File: config.mk
export PLATFORM = sky130hd
export DESIGN_NAME = emp_ctrl
export DESIGN_NICKNAME = d
export VERILOG_FILES = /design/src/rtl/emp_pkg.sv /design/src/rtl/emp_ctrl.sv
export SDC_FILE = /design/constraint.sdc
export NUM_CORES = 1
export LEC_CHECK = 0
export ABC_AREA = 1
export BUFFER_PORTS_ARGS = -buffer_cell sky130_fd_sc_hd__buf_2
export CAP_MARGIN = 20
export CORE_AREA = 2 2 113 115
export CTS_BUF_LIST = sky130_fd_sc_hd__clkbuf_16
export DETAILED_ROUTE_END_ITERATION = 10
export DIE_AREA = 0 0 115 117
export GPL_ROUTABILITY_DRIVEN = 0
export PLACE_DENSITY = 0.8
export SYNTH_ARGS = -nofsm -noshare
export SYNTH_HDL_FRONTEND = slang
export SYNTH_SLANG_ARGS = --single-unit
File: constraint.sdc
create_clock -name aclk -period 2.05 [get_ports aclk]
set_clock_uncertainty 0.2 [all_clocks]
set_input_delay 0.1025 -clock aclk [delete_from_list [all_inputs] [get_ports aclk]]
set_output_delay 0.1025 -clock aclk [all_outputs]
set_load 0.02 [all_outputs]
File: src/rtl/emp_pkg.sv
// Constants and types for the external memory page control block
package emp_pkg;
  // Register indices; the byte address is four times the index
  localparam logic [15:0] IDX_PAGE1 = 16'hc018;
  localparam logic [15:0] IDX_PAGE2 = 16'hc01a;
  localparam logic [15:0] IDX_UPEN = 16'hc038;
  localparam logic [15:0] IDX_CTRL = 16'hc03a;
  // Reset values
  localparam logic [15:0] PAGE_RST = 16'h0000;
  localparam logic UPEN_RST = 1'b0;
  localparam logic [13:0] CTRL_RST = 14'h0000;
  // Field positions and widths
  localparam int UPEN_BIT = 3;
  localparam int RAM_MERGE_BIT = 13;
  localparam int ROM_MERGE_BIT = 12;
  localparam int PMEM_WIDTH_BIT = 11;
  localparam int PMEM_WAIT_LSB = 8;
  localparam int ROM_WIDTH_BIT = 7;
  localparam int ROM_WAIT_LSB = 4;
  localparam int RAM_WIDTH_BIT = 3;
  localparam int RAM_WAIT_LSB = 0;
  localparam int WAIT_W = 3;
  localparam int CTRL_W = 14;
  localparam int PIN_FULL_W = 9;
  localparam int PIN_SRAM_W = 5;
  localparam int UPPER_W = 4;
  // Paged window
  localparam logic [15:0] WIN_LO = 16'h8000;
  localparam logic [15:0] WIN_HI = 16'h9fff;
  // Wait-state clock derived from the system clock
  localparam int SYS_MHZ = 100;
  localparam int WAIT_MHZ = 48;
  localparam logic [6:0] SYS_MHZ_V = 7'(SYS_MHZ);
  localparam logic [6:0] WAIT_MHZ_V = 7'(WAIT_MHZ);
  // Bus answers
  localparam logic [1:0] RESP_OKAY = 2'h0;
  localparam logic [1:0] RESP_SLVERR = 2'h2;
  localparam logic [3:0] UPPER_IDLE = 4'hf;
  typedef enum logic [1:0] {SP_RAM, SP_ROM, SP_PAGE} emp_space_t;
  typedef enum logic {ST_IDLE, ST_ACTIVE} emp_fsm_t;
endpackage

File: src/rtl/emp_ctrl.sv
// External memory page control: registers, chip selects, wait states
`timescale 1ns/1ps
`default_nettype none
// Function
// Page register appended to paged window accesses
// Page register holds page address 28..13
// Window 0x8000-0x9FFF drives pins [8:0]
// SRAM mode drives only pins [4:0]
// Software clears bit 8; paged select asserted
// Upper enable gives A[18:15] to addressing
// Upper enable resets to disabled
// A[18:15] driven high from power up
// Wait states counted in 48 MHz periods
// RAM merge adds RAM select to paged
// ROM merge adds ROM select to paged
// Bit 11 sets paged memory width
// Bits 10:8 set paged memory waits
// Bit 7 sets ROM width
// Bits 6:4 set ROM waits
// Bit 3 sets RAM width
// Bits 2:0 set RAM waits
// Software writes zero to reserved bits
// Each wait lengthens strobe one 48 MHz period
module emp_ctrl #(
  parameter int ADDR_W = 20
) (
  // Clock, reset, enable
  input wire logic aclk,
  input wire logic aresetn,
  input wire logic ce,
  // AXI4-Lite write
  input wire logic [ADDR_W-1:0] s_axi_awaddr,
  input wire logic s_axi_awvalid,
  output logic s_axi_awready,
  input wire logic [31:0] s_axi_wdata,
  input wire logic [3:0] s_axi_wstrb,
  input wire logic s_axi_wvalid,
  output logic s_axi_wready,
  output logic [1:0] s_axi_bresp,
  output logic s_axi_bvalid,
  input wire logic s_axi_bready,
  // AXI4-Lite read
  input wire logic [ADDR_W-1:0] s_axi_araddr,
  input wire logic s_axi_arvalid,
  output logic s_axi_arready,
  output logic [31:0] s_axi_rdata,
  output logic [1:0] s_axi_rresp,
  output logic s_axi_rvalid,
  input wire logic s_axi_rready,
  // Processor access request
  input wire logic cpu_req,
  input wire logic [15:0] cpu_addr,
  input wire emp_pkg::emp_space_t cpu_space,
  input wire logic cpu_page2,
  input wire logic cpu_we,
  input wire logic [3:0] cpu_upper_addr,
  input wire logic sram_mode,
  output logic cpu_ack,
  // External memory pins
  output logic ext_mem_chip_select_n,
  output logic ext_ram_chip_select_n,
  output logic ext_rom_chip_select_n,
  output logic ext_rd_strobe_n,
  output logic ext_wr_strobe_n,
  output logic ext_width8,
  output logic [8:0] ext_page_pins,
  output logic [3:0] ext_upper_addr
);

  if (ADDR_W < 18 || ADDR_W > 32) begin : g_addr_w_check
    $error("emp_ctrl: ADDR_W must lie in 18..32");
  end

  typedef struct packed {
    logic [15:0] page1;
    logic [15:0] page2;
    logic upen;
    logic [13:0] ctrl;
    logic aw_got;
    logic [ADDR_W-1:0] awaddr;
    logic w_got;
    logic [15:0] wdata;
    logic [1:0] wstrb;
    logic bvalid;
    logic [1:0] bresp;
    logic rvalid;
    logic [1:0] rresp;
    logic [15:0] rdata;
    emp_pkg::emp_fsm_t st;
    logic [2:0] wait_left;
    logic [6:0] phase;
    logic cs_mem;
    logic cs_ram;
    logic cs_rom;
    logic we;
    logic width8;
    logic [8:0] pins;
    logic [3:0] upper;
    logic ack;
  } emp_state_t;

  emp_state_t s_q, s_d;

  // Returns register number 0..3, or 4 when unmapped
  function automatic logic [2:0] reg_sel(input logic [ADDR_W-1:0] a);
    reg_sel = 3'h4;
    if (a[1:0] != 2'h0) begin
      reg_sel = 3'h4;
    end else if (a[ADDR_W-1:2] == (ADDR_W-2)'(emp_pkg::IDX_PAGE1)) begin
      reg_sel = 3'h0;
    end else if (a[ADDR_W-1:2] == (ADDR_W-2)'(emp_pkg::IDX_PAGE2)) begin
      reg_sel = 3'h1;
    end else if (a[ADDR_W-1:2] == (ADDR_W-2)'(emp_pkg::IDX_UPEN)) begin
      reg_sel = 3'h2;
    end else if (a[ADDR_W-1:2] == (ADDR_W-2)'(emp_pkg::IDX_CTRL)) begin
      reg_sel = 3'h3;
    end
  endfunction

  // Byte-lane merge of a 16-bit register
  function automatic logic [15:0] lane(input logic [15:0] old,
                                       input logic [15:0] nw,
                                       input logic [1:0] st);
    lane = {st[1] ? nw[15:8] : old[15:8], st[0] ? nw[7:0] : old[7:0]};
  endfunction

  logic [2:0] wsel;
  logic [2:0] rsel;
  logic tick;
  logic [7:0] phase_sum;
  logic in_win;
  logic [15:0] page_sel;
  logic [15:0] ctrl_new;
  logic [2:0] wait_sel;
  logic width_sel;

  always_comb begin
    s_d = s_q;
    wsel = reg_sel(s_q.awaddr);
    rsel = reg_sel(s_axi_araddr);
    ctrl_new = 16'h0000;
    // 48 MHz tick from the system clock
    phase_sum = {1'b0, s_q.phase} + {1'b0, emp_pkg::WAIT_MHZ_V};
    tick = phase_sum >= {1'b0, emp_pkg::SYS_MHZ_V};
    in_win = cpu_addr >= emp_pkg::WIN_LO && cpu_addr <= emp_pkg::WIN_HI;
    page_sel = cpu_page2 ? s_q.page2 : s_q.page1;
    // RAM wait field by default
    wait_sel = s_q.ctrl[emp_pkg::RAM_WAIT_LSB +: emp_pkg::WAIT_W];
    // RAM width bit by default
    width_sel = s_q.ctrl[emp_pkg::RAM_WIDTH_BIT];
    // Paged memory wait field
    // Paged memory width bit
    if (cpu_space == emp_pkg::SP_PAGE) begin
      wait_sel = s_q.ctrl[emp_pkg::PMEM_WAIT_LSB +: emp_pkg::WAIT_W];
      width_sel = s_q.ctrl[emp_pkg::PMEM_WIDTH_BIT];
    // ROM wait field
    // ROM width bit
    end else if (cpu_space == emp_pkg::SP_ROM) begin
      wait_sel = s_q.ctrl[emp_pkg::ROM_WAIT_LSB +: emp_pkg::WAIT_W];
      width_sel = s_q.ctrl[emp_pkg::ROM_WIDTH_BIT];
    end
    if (ce) begin
      s_d.phase = tick ? 7'(phase_sum - {1'b0, emp_pkg::SYS_MHZ_V})
                       : phase_sum[6:0];
      // Write address and data, taken in either order
      if (s_axi_awvalid && s_axi_awready) begin
        s_d.aw_got = 1'b1;
        s_d.awaddr = s_axi_awaddr;
      end
      if (s_axi_wvalid && s_axi_wready) begin
        s_d.w_got = 1'b1;
        s_d.wdata = s_axi_wdata[15:0];
        s_d.wstrb = s_axi_wstrb[1:0];
      end
      if (s_q.aw_got && s_q.w_got && !s_q.bvalid) begin
        s_d.aw_got = 1'b0;
        s_d.w_got = 1'b0;
        s_d.bvalid = 1'b1;
        s_d.bresp = emp_pkg::RESP_OKAY;
        ctrl_new = lane({2'b00, s_q.ctrl}, s_q.wdata, s_q.wstrb);
        // Full 16-bit page fields, bits 28..13
        if (wsel == 3'h0) begin
          s_d.page1 = lane(s_q.page1, s_q.wdata, s_q.wstrb);
        end else if (wsel == 3'h1) begin
          s_d.page2 = lane(s_q.page2, s_q.wdata, s_q.wstrb);
        end else if (wsel == 3'h2) begin
          if (s_q.wstrb[0]) begin
            s_d.upen = s_q.wdata[emp_pkg::UPEN_BIT];
          end
        end else if (wsel == 3'h3) begin
          s_d.ctrl = ctrl_new[emp_pkg::CTRL_W-1:0];
        end else begin
          s_d.bresp = emp_pkg::RESP_SLVERR;
        end
      end
      if (s_q.bvalid && s_axi_bready) begin
        s_d.bvalid = 1'b0;
      end
      // Read: one cycle to the answer
      if (s_axi_arvalid && s_axi_arready) begin
        s_d.rvalid = 1'b1;
        s_d.rresp = emp_pkg::RESP_OKAY;
        s_d.rdata = 16'h0000;
        if (rsel == 3'h0) begin
          s_d.rdata = s_q.page1;
        end else if (rsel == 3'h1) begin
          s_d.rdata = s_q.page2;
        end else if (rsel == 3'h2) begin
          s_d.rdata[emp_pkg::UPEN_BIT] = s_q.upen;
        end else if (rsel == 3'h3) begin
          s_d.rdata = {2'b00, s_q.ctrl};
        end else begin
          s_d.rresp = emp_pkg::RESP_SLVERR;
        end
      end else if (s_q.rvalid && s_axi_rready) begin
        s_d.rvalid = 1'b0;
      end
      // Upper pins follow the processor only when enabled
      // Otherwise held high
      s_d.upper = s_q.upen ? cpu_upper_addr : emp_pkg::UPPER_IDLE;
      s_d.ack = 1'b0;
      case (s_q.st)
        emp_pkg::ST_IDLE: begin
          if (cpu_req) begin
            s_d.st = emp_pkg::ST_ACTIVE;
            s_d.wait_left = wait_sel;
            s_d.width8 = width_sel;
            s_d.we = cpu_we;
            s_d.cs_mem = cpu_space == emp_pkg::SP_PAGE;
            // RAM select merged onto paged select
            s_d.cs_ram = cpu_space == emp_pkg::SP_RAM ||
              (cpu_space == emp_pkg::SP_PAGE &&
               s_q.ctrl[emp_pkg::RAM_MERGE_BIT]);
            // ROM select merged onto paged select
            s_d.cs_rom = cpu_space == emp_pkg::SP_ROM ||
              (cpu_space == emp_pkg::SP_PAGE &&
               s_q.ctrl[emp_pkg::ROM_MERGE_BIT]);
            s_d.pins = '0;
            // Page bits appended in the window
            // Pins [8:0] carry page bits 21..13
            // SRAM mode keeps only pins [4:0]
            if (cpu_space == emp_pkg::SP_PAGE && in_win) begin
              s_d.pins = sram_mode ?
                {4'h0, page_sel[emp_pkg::PIN_SRAM_W-1:0]} :
                page_sel[emp_pkg::PIN_FULL_W-1:0];
            end
          end
        end
        emp_pkg::ST_ACTIVE: begin
          // One extra 48 MHz period per wait state
          if (tick) begin
            if (s_q.wait_left == 3'h0) begin
              s_d.st = emp_pkg::ST_IDLE;
              s_d.cs_mem = 1'b0;
              s_d.cs_ram = 1'b0;
              s_d.cs_rom = 1'b0;
              s_d.ack = 1'b1;
            end else begin
              s_d.wait_left = s_q.wait_left - 3'h1;
            end
          end
        end
        default: begin
          s_d.st = emp_pkg::ST_IDLE;
        end
      endcase
    end
  end

  always_ff @(posedge aclk) begin
    if (!aresetn) begin
      s_q <= '0;
      s_q.page1 <= emp_pkg::PAGE_RST;
      s_q.page2 <= emp_pkg::PAGE_RST;
      // Upper enable disabled after reset
      s_q.upen <= emp_pkg::UPEN_RST;
      s_q.ctrl <= emp_pkg::CTRL_RST;
      s_q.st <= emp_pkg::ST_IDLE;
      s_q.upper <= emp_pkg::UPPER_IDLE;
    end else begin
      s_q <= s_d;
    end
  end

  assign s_axi_awready = !s_q.aw_got && !s_q.bvalid;
  assign s_axi_wready = !s_q.w_got && !s_q.bvalid;
  assign s_axi_bvalid = s_q.bvalid;
  assign s_axi_bresp = s_q.bresp;
  assign s_axi_arready = !s_q.rvalid;
  assign s_axi_rvalid = s_q.rvalid;
  assign s_axi_rresp = s_q.rresp;
  assign s_axi_rdata = {16'h0000, s_q.rdata};
  assign cpu_ack = s_q.ack;
  assign ext_mem_chip_select_n = !s_q.cs_mem;
  assign ext_ram_chip_select_n = !s_q.cs_ram;
  assign ext_rom_chip_select_n = !s_q.cs_rom;
  assign ext_rd_strobe_n = !(s_q.st == emp_pkg::ST_ACTIVE && !s_q.we);
  assign ext_wr_strobe_n = !(s_q.st == emp_pkg::ST_ACTIVE && s_q.we);
  assign ext_width8 = s_q.width8;
  assign ext_page_pins = s_q.pins;
  assign ext_upper_addr = s_q.upper;

  // Strobe length and programmed waits, kept for the checks
  logic [5:0] strobe_len;
  logic [2:0] wait_seen;
  always_ff @(posedge aclk) begin
    if (!aresetn) begin
      strobe_len <= 6'h00;
      wait_seen <= 3'h0;
    end else if (ce) begin
      strobe_len <= s_q.st == emp_pkg::ST_IDLE ? 6'h00 : strobe_len + 6'h01;
      if (s_q.st == emp_pkg::ST_IDLE && cpu_req) begin
        wait_seen <= wait_sel;
      end
    end
  end
endmodule
`default_nettype wire

* Word-level counts from Yosys, hierarchy flattened
Cells that the tools add are included. Widths: inputs -> output; s select.
Storage, ports and cells: RAM bits 0, output and inout port bits 61, flip-flop bits (word level) 139, bits in read-only memories 0, latch bits 0, input bits 110, word-level logic and storage cells 165, memories 0
Operators by class: div/mod/pow operators 0, bitwise operators 4, reductions and logical operators 55, shifts and indexed selects 0, equal/unequal tests 20, magnitude comparators 3, mux-type cells 52, $add $sub $neg 3, $mul 0
Operators by type and width (count):
- $eq 18x16->1 const B | 8
- $mux 3 | 17
- $mux 14 | 3
- $mux 16 | 2
- $mux 9 | 3
- $mux 21 | 1
- $mux 19 | 1
- $ge 16x16->1 const B | 1
- $le 16x16->1 const B | 1
- $reduce_and 2->1 | 8
- $reduce_and 4->1 | 4
- $logic_and 1x1->1 | 15
- $mux 2 | 7
- $reduce_and 7->1 | 2
- $eq 3x2->1 const B | 4
- $mux 1 | 12
- $mux 4 | 3
- $reduce_bool 2->1 | 6
- $logic_not 1->1 | 10
- $reduce_and 5->1 | 2
- $logic_not 3->1 | 3
- $add 7x6->8 const B | 1
- $ge 8x7->1 const B | 1
- $pmux 4 s2 | 1
- other kinds (14) | 21

* Longest topological paths before layout
depth in word-level cells 13, mapped depth 13, gate-level depth less buffers 13

* Least setup slack after synthesis
Ideal clock, no wire load.
path type register to register, start point register s_q (netlist bit s_axi_bvalid), end point register s_q[53] in the netlist's numbering, setup time 64 ps, clock period less this slack 1872 ps, required time 1786 ps, stages on the path, launching flop included 8, buffers on the path 2, path slack 178 ps, arrival time 1608 ps, cell sequence dfxtp_1 -> nor2_1 -> nand3_1 -> buf_2 -> clkinv_1 -> clkbuf_1 -> nor2_1 -> nor2_1
On the way: longest elaborated chain between the ends 4
Ends and longest elaborated chain:
- start, declared | RTL line emp_ctrl.sv:102 | emp_state_t s_q, s_d;
- $logic_not 1->1 | RTL line emp_ctrl.sv:286 | assign s_axi_wready = !s_q.w_got && !s_q.bvalid;
- $logic_and 1x1->1 | RTL line emp_ctrl.sv:286
- net s_axi_wready | RTL line emp_ctrl.sv:38 | output logic s_axi_wready,
- $logic_and 1x1->1 | RTL line emp_ctrl.sv:170 | if (s_axi_wvalid && s_axi_wready) begin
- $reduce_and 2->1 (no line)
The timed path passes the listed nets, and every way through them passes these cells. A chain may end at the register's enable or synchronous reset.

* Worst setup path after layout
start point register s_q[24] in the netlist's numbering, end point register s_q[27] in the netlist's numbering
On the way: longest elaborated chain between the ends 4
Ends and longest elaborated chain:
- $add 7x6->8 | RTL line emp_ctrl.sv:143 | phase_sum = {1'b0, s_q.phase} + {1'b0, emp_pkg::WAIT_MHZ_V};
- $ge 8x7->1 | RTL line emp_ctrl.sv:144 | tick = phase_sum >= {1'b0, emp_pkg::SYS_MHZ_V};
- $ne 2x1->1 (no line)
- $reduce_and 4->1 (no line)
No other way between the ends.

==> impl_results.md <==
- Outcome: complete, no violations
- Area post-placement: roughly 6900 um^2
- Drt drc: 0
- Rows: 41
- Post-layout min period: ~2.0 ns
- Register area: around 2700 um^2
- Max-slew violations: 0
- CP top delay family: compound AO/OA/AOI/OAI gates
- Hold WS: between 0.02 and 0.03 ns
- Final Hold Viols: 0
- Buf/Inv on CP: 2
- Pin count of the biggest net entering global routing: 80
- Initial antenna violation count: 0
- Critical Path Sink Type: register
- Cts bufs inserted: 17
- Worst skew pair latency: ~0.42 ns
- Starting density of the core: 0.5208
- Clock power share: 0.482
- IO Count: around 170
- Die width: 115 um
- First-pass GRT wire length: between 20000 and 30000 um
- Worst Path Required: ~2.2 ns
- Final net count: 1145
- Core Region: approximately 12000 um^2
- Yosys warns: 0
- Worst-path maximum fanout: 3
- CP peak stage delay: 0.36 ns
- Peak VDD IR: slightly above 0.6 mV
- CTS Buffer Depth: 2
- Uppermost layer routed: met4
- Max_cap viols: 0
- Mapped Area: ~6400 um^2
- Via count: roughly 6300
- Pre-CTS setup slack: -0.006287 ns
- Clk Tree Root Cell: clkbuf_16
- Hold WC Path Type: in -> reg
- # setup viols final: 0
- NetSw: about 1.7 mW
- Synth-to-Final Area Change: 31.71%
- DP HPWL: roughly 11000 um
- Register area share after synthesis: 0.4215
- Hold_sp: cpu_addr[14]
- Sw frac: 0.2407
- DRT iter0 DRCs: between 400 and 500
- Mean post-synth cell area: ~7.5 um^2
- Critical-path top delay cell: dfxtp_1
- Setup TNS: 0 ns
- Yosys reg bits: 135
- Number of fill cells: 984
- Die Span Y: between 100 and 150 um
- Final core utilization: 0.6860
- Reg power frac: 0.398
- Worst-path clk slew: about 0.060 ns
- Antenna violation net count after detailed routing: 0
- Metal3 WL: 1086 um
- P_leak: 3.685 nW
- Total GRT Usage: 0.2640
- Part of the cycle the worst path needs: 0.9709
- Most frequent cells in the layout: nor2_1, dfxtp_1, buf_2
- Share of cells above drive strength 1: 0.2286
- Multi-input gate area: ~2900 um^2
- Setup crit start: s_q[24]
- DRT Wirelength: approximately 17000 um
- DIE AREA: around 13000 um^2
- Worst setup path category: reg -> reg
- Wire length per cell: around 15 um
- Post-route met1 wirelength: roughly 7000 um
- Critical Path AT: between 2 and 2.5 ns
- CP Launch Type: register
- TritonRoute pass-1 iters: 5
- ANT cells: 0
- Gate power share: 0.121
- Internal power: between 5 and 6 mW
- FMAX: around 500 MHz
- Port buffer count: ~120
- Post-route setup slack: about 0.06 ns
- Vias in the first global route: 6106
- Clock Sinks: 135
- Congestion Overflow GR: 0
- Final Cell Area: roughly 8400 um^2
- Post-synth cell types: 43
- Cell area power density: between 800 and 900 nW/um^2
- Met2 Wirelength: 8917 um
- Vias per Instance: between 5 and 6
- Commonest non-fill, non-tap cell in the layout: nor2_1
- Max H-tree Level: 4
- Gate Count Post-Synth: about 860
- FF-to-FF Start: s_q[24]
- CTS tree: built
- CP Cell Sequence: inv_1 > ha_1 > xnor2_2 > o21ai_2 > nand2_2 > nand2_2 > buf_4 > o21ai_1 > o21ai_2 > a21oi_1
final timing paths:
| kind | to | slack (ns) | depth (start not counted) |
|---|---|---|---|
| max | s_q[27] | 0.06 | 10 |
| min | ext_page_pins[1] | 0.03 | 6 |
| max reg2reg | s_q[27] | 0.06 | 10 |
| min reg2reg | s_q[138] | 0.25 | 2 |
kinds of logic after synthesis:
family          after synthesis  synth area share
flops                       135            0.4215
other cells                   1         0.0005848
xor+xnor                      3          0.004098
buf+inv                     177            0.1407
simple gates                318            0.2244
compound gates              216            0.1951
fa+ha+maj                     7           0.01366
sequential cells by signal (all words and copies together) (netlist names):
name	count
s_q	100
s_axi_rdata	16
ext_page_pins	9
ext_upper_addr	4
cpu_ack	1
ext_width8	1
s_axi_bresp	1
s_axi_bvalid	1
s_axi_rresp	1
s_axi_rvalid	1
cells in the mapped netlist (all sizes together):
master	n	area, um^2
a211oi	19	157.7
a21oi	81	457.9
a22oi	5	37.54
a31oi	3	18.77
buf	62	470.4
clkbuf	26	97.59
clkinv	3	11.26
conb	1	3.750
dfxtp	135	2703
ha	7	87.58
inv	86	322.8
nand2	95	366.6
nand3	61	337.8
nand4	3	40.04
nor2	148	593.1
nor3	7	73.82
o2111ai	5	43.79
o211ai	5	37.54
o21ai	93	465.4
o22ai	4	25.02
o31ai	1	7.510
or2	3	18.77
or3b	1	8.760
xnor2	2	17.52
xor2	1	8.760
what timing repair did:
item,4_1_cts,5_1_grt
gates resized for setup,1,31
pin swaps,0,5
cloned,0,1
endpoints found under the hold margin,63,0
hold buffers,74,0
buffers inserted,0,3
endpoints found under the setup margin,2,39
power by group through the flow:
stage	clock (mW)	combinational [mW]	sequential, mW
floorplan	0	0.477	2.84
global placement	0	0.646	2.85
global route	3.55	0.947	2.82
CTS	3.43	0.780	2.80
detailed placement	0	0.667	2.85
finish	3.40	0.851	2.81
area by class of cell:
cell class                      instances  share of cell area
Multi-Input combinational cell        563              0.3492
Sequential cell                       135              0.3201
Timing Repair Buffer                  222              0.1913
Clock buffer                           17             0.05037
Inverter                               89             0.03956
Clock inverter                         15             0.02726
Tap cell                              150             0.02222
worst reg2reg max path, delay by kind of cell (launching register included):
kind                       cells  cell delay [ns]
and+or+nand+nor                2             0.16
xor gates and xnor gates       1             0.24
adders and majority gates      1             0.22
DFF                            1             0.36
AOI/OAI and AO/OA              4             0.51
buffers and inverters          2             0.23
through the flow:
step | power [mW] | instances
after global placement | 3.497 | 1081
after floorplan | 3.315 | 874
after detailed placement | 3.520 | 1081
final | 7.052 | 1191
after global routing | 7.315 | 1191
after CTS | 7.010 | 1187
routing by layer:
layer / vias to the layer above / track usage
met3: 48 / 0.07106
met1: 2906 / 0.2940
met5: - / 0
met4: 0 / 0.1165
li1: 3095 / -
met2: 235 / 0.4745
Power figures use the tool's default switching activity.
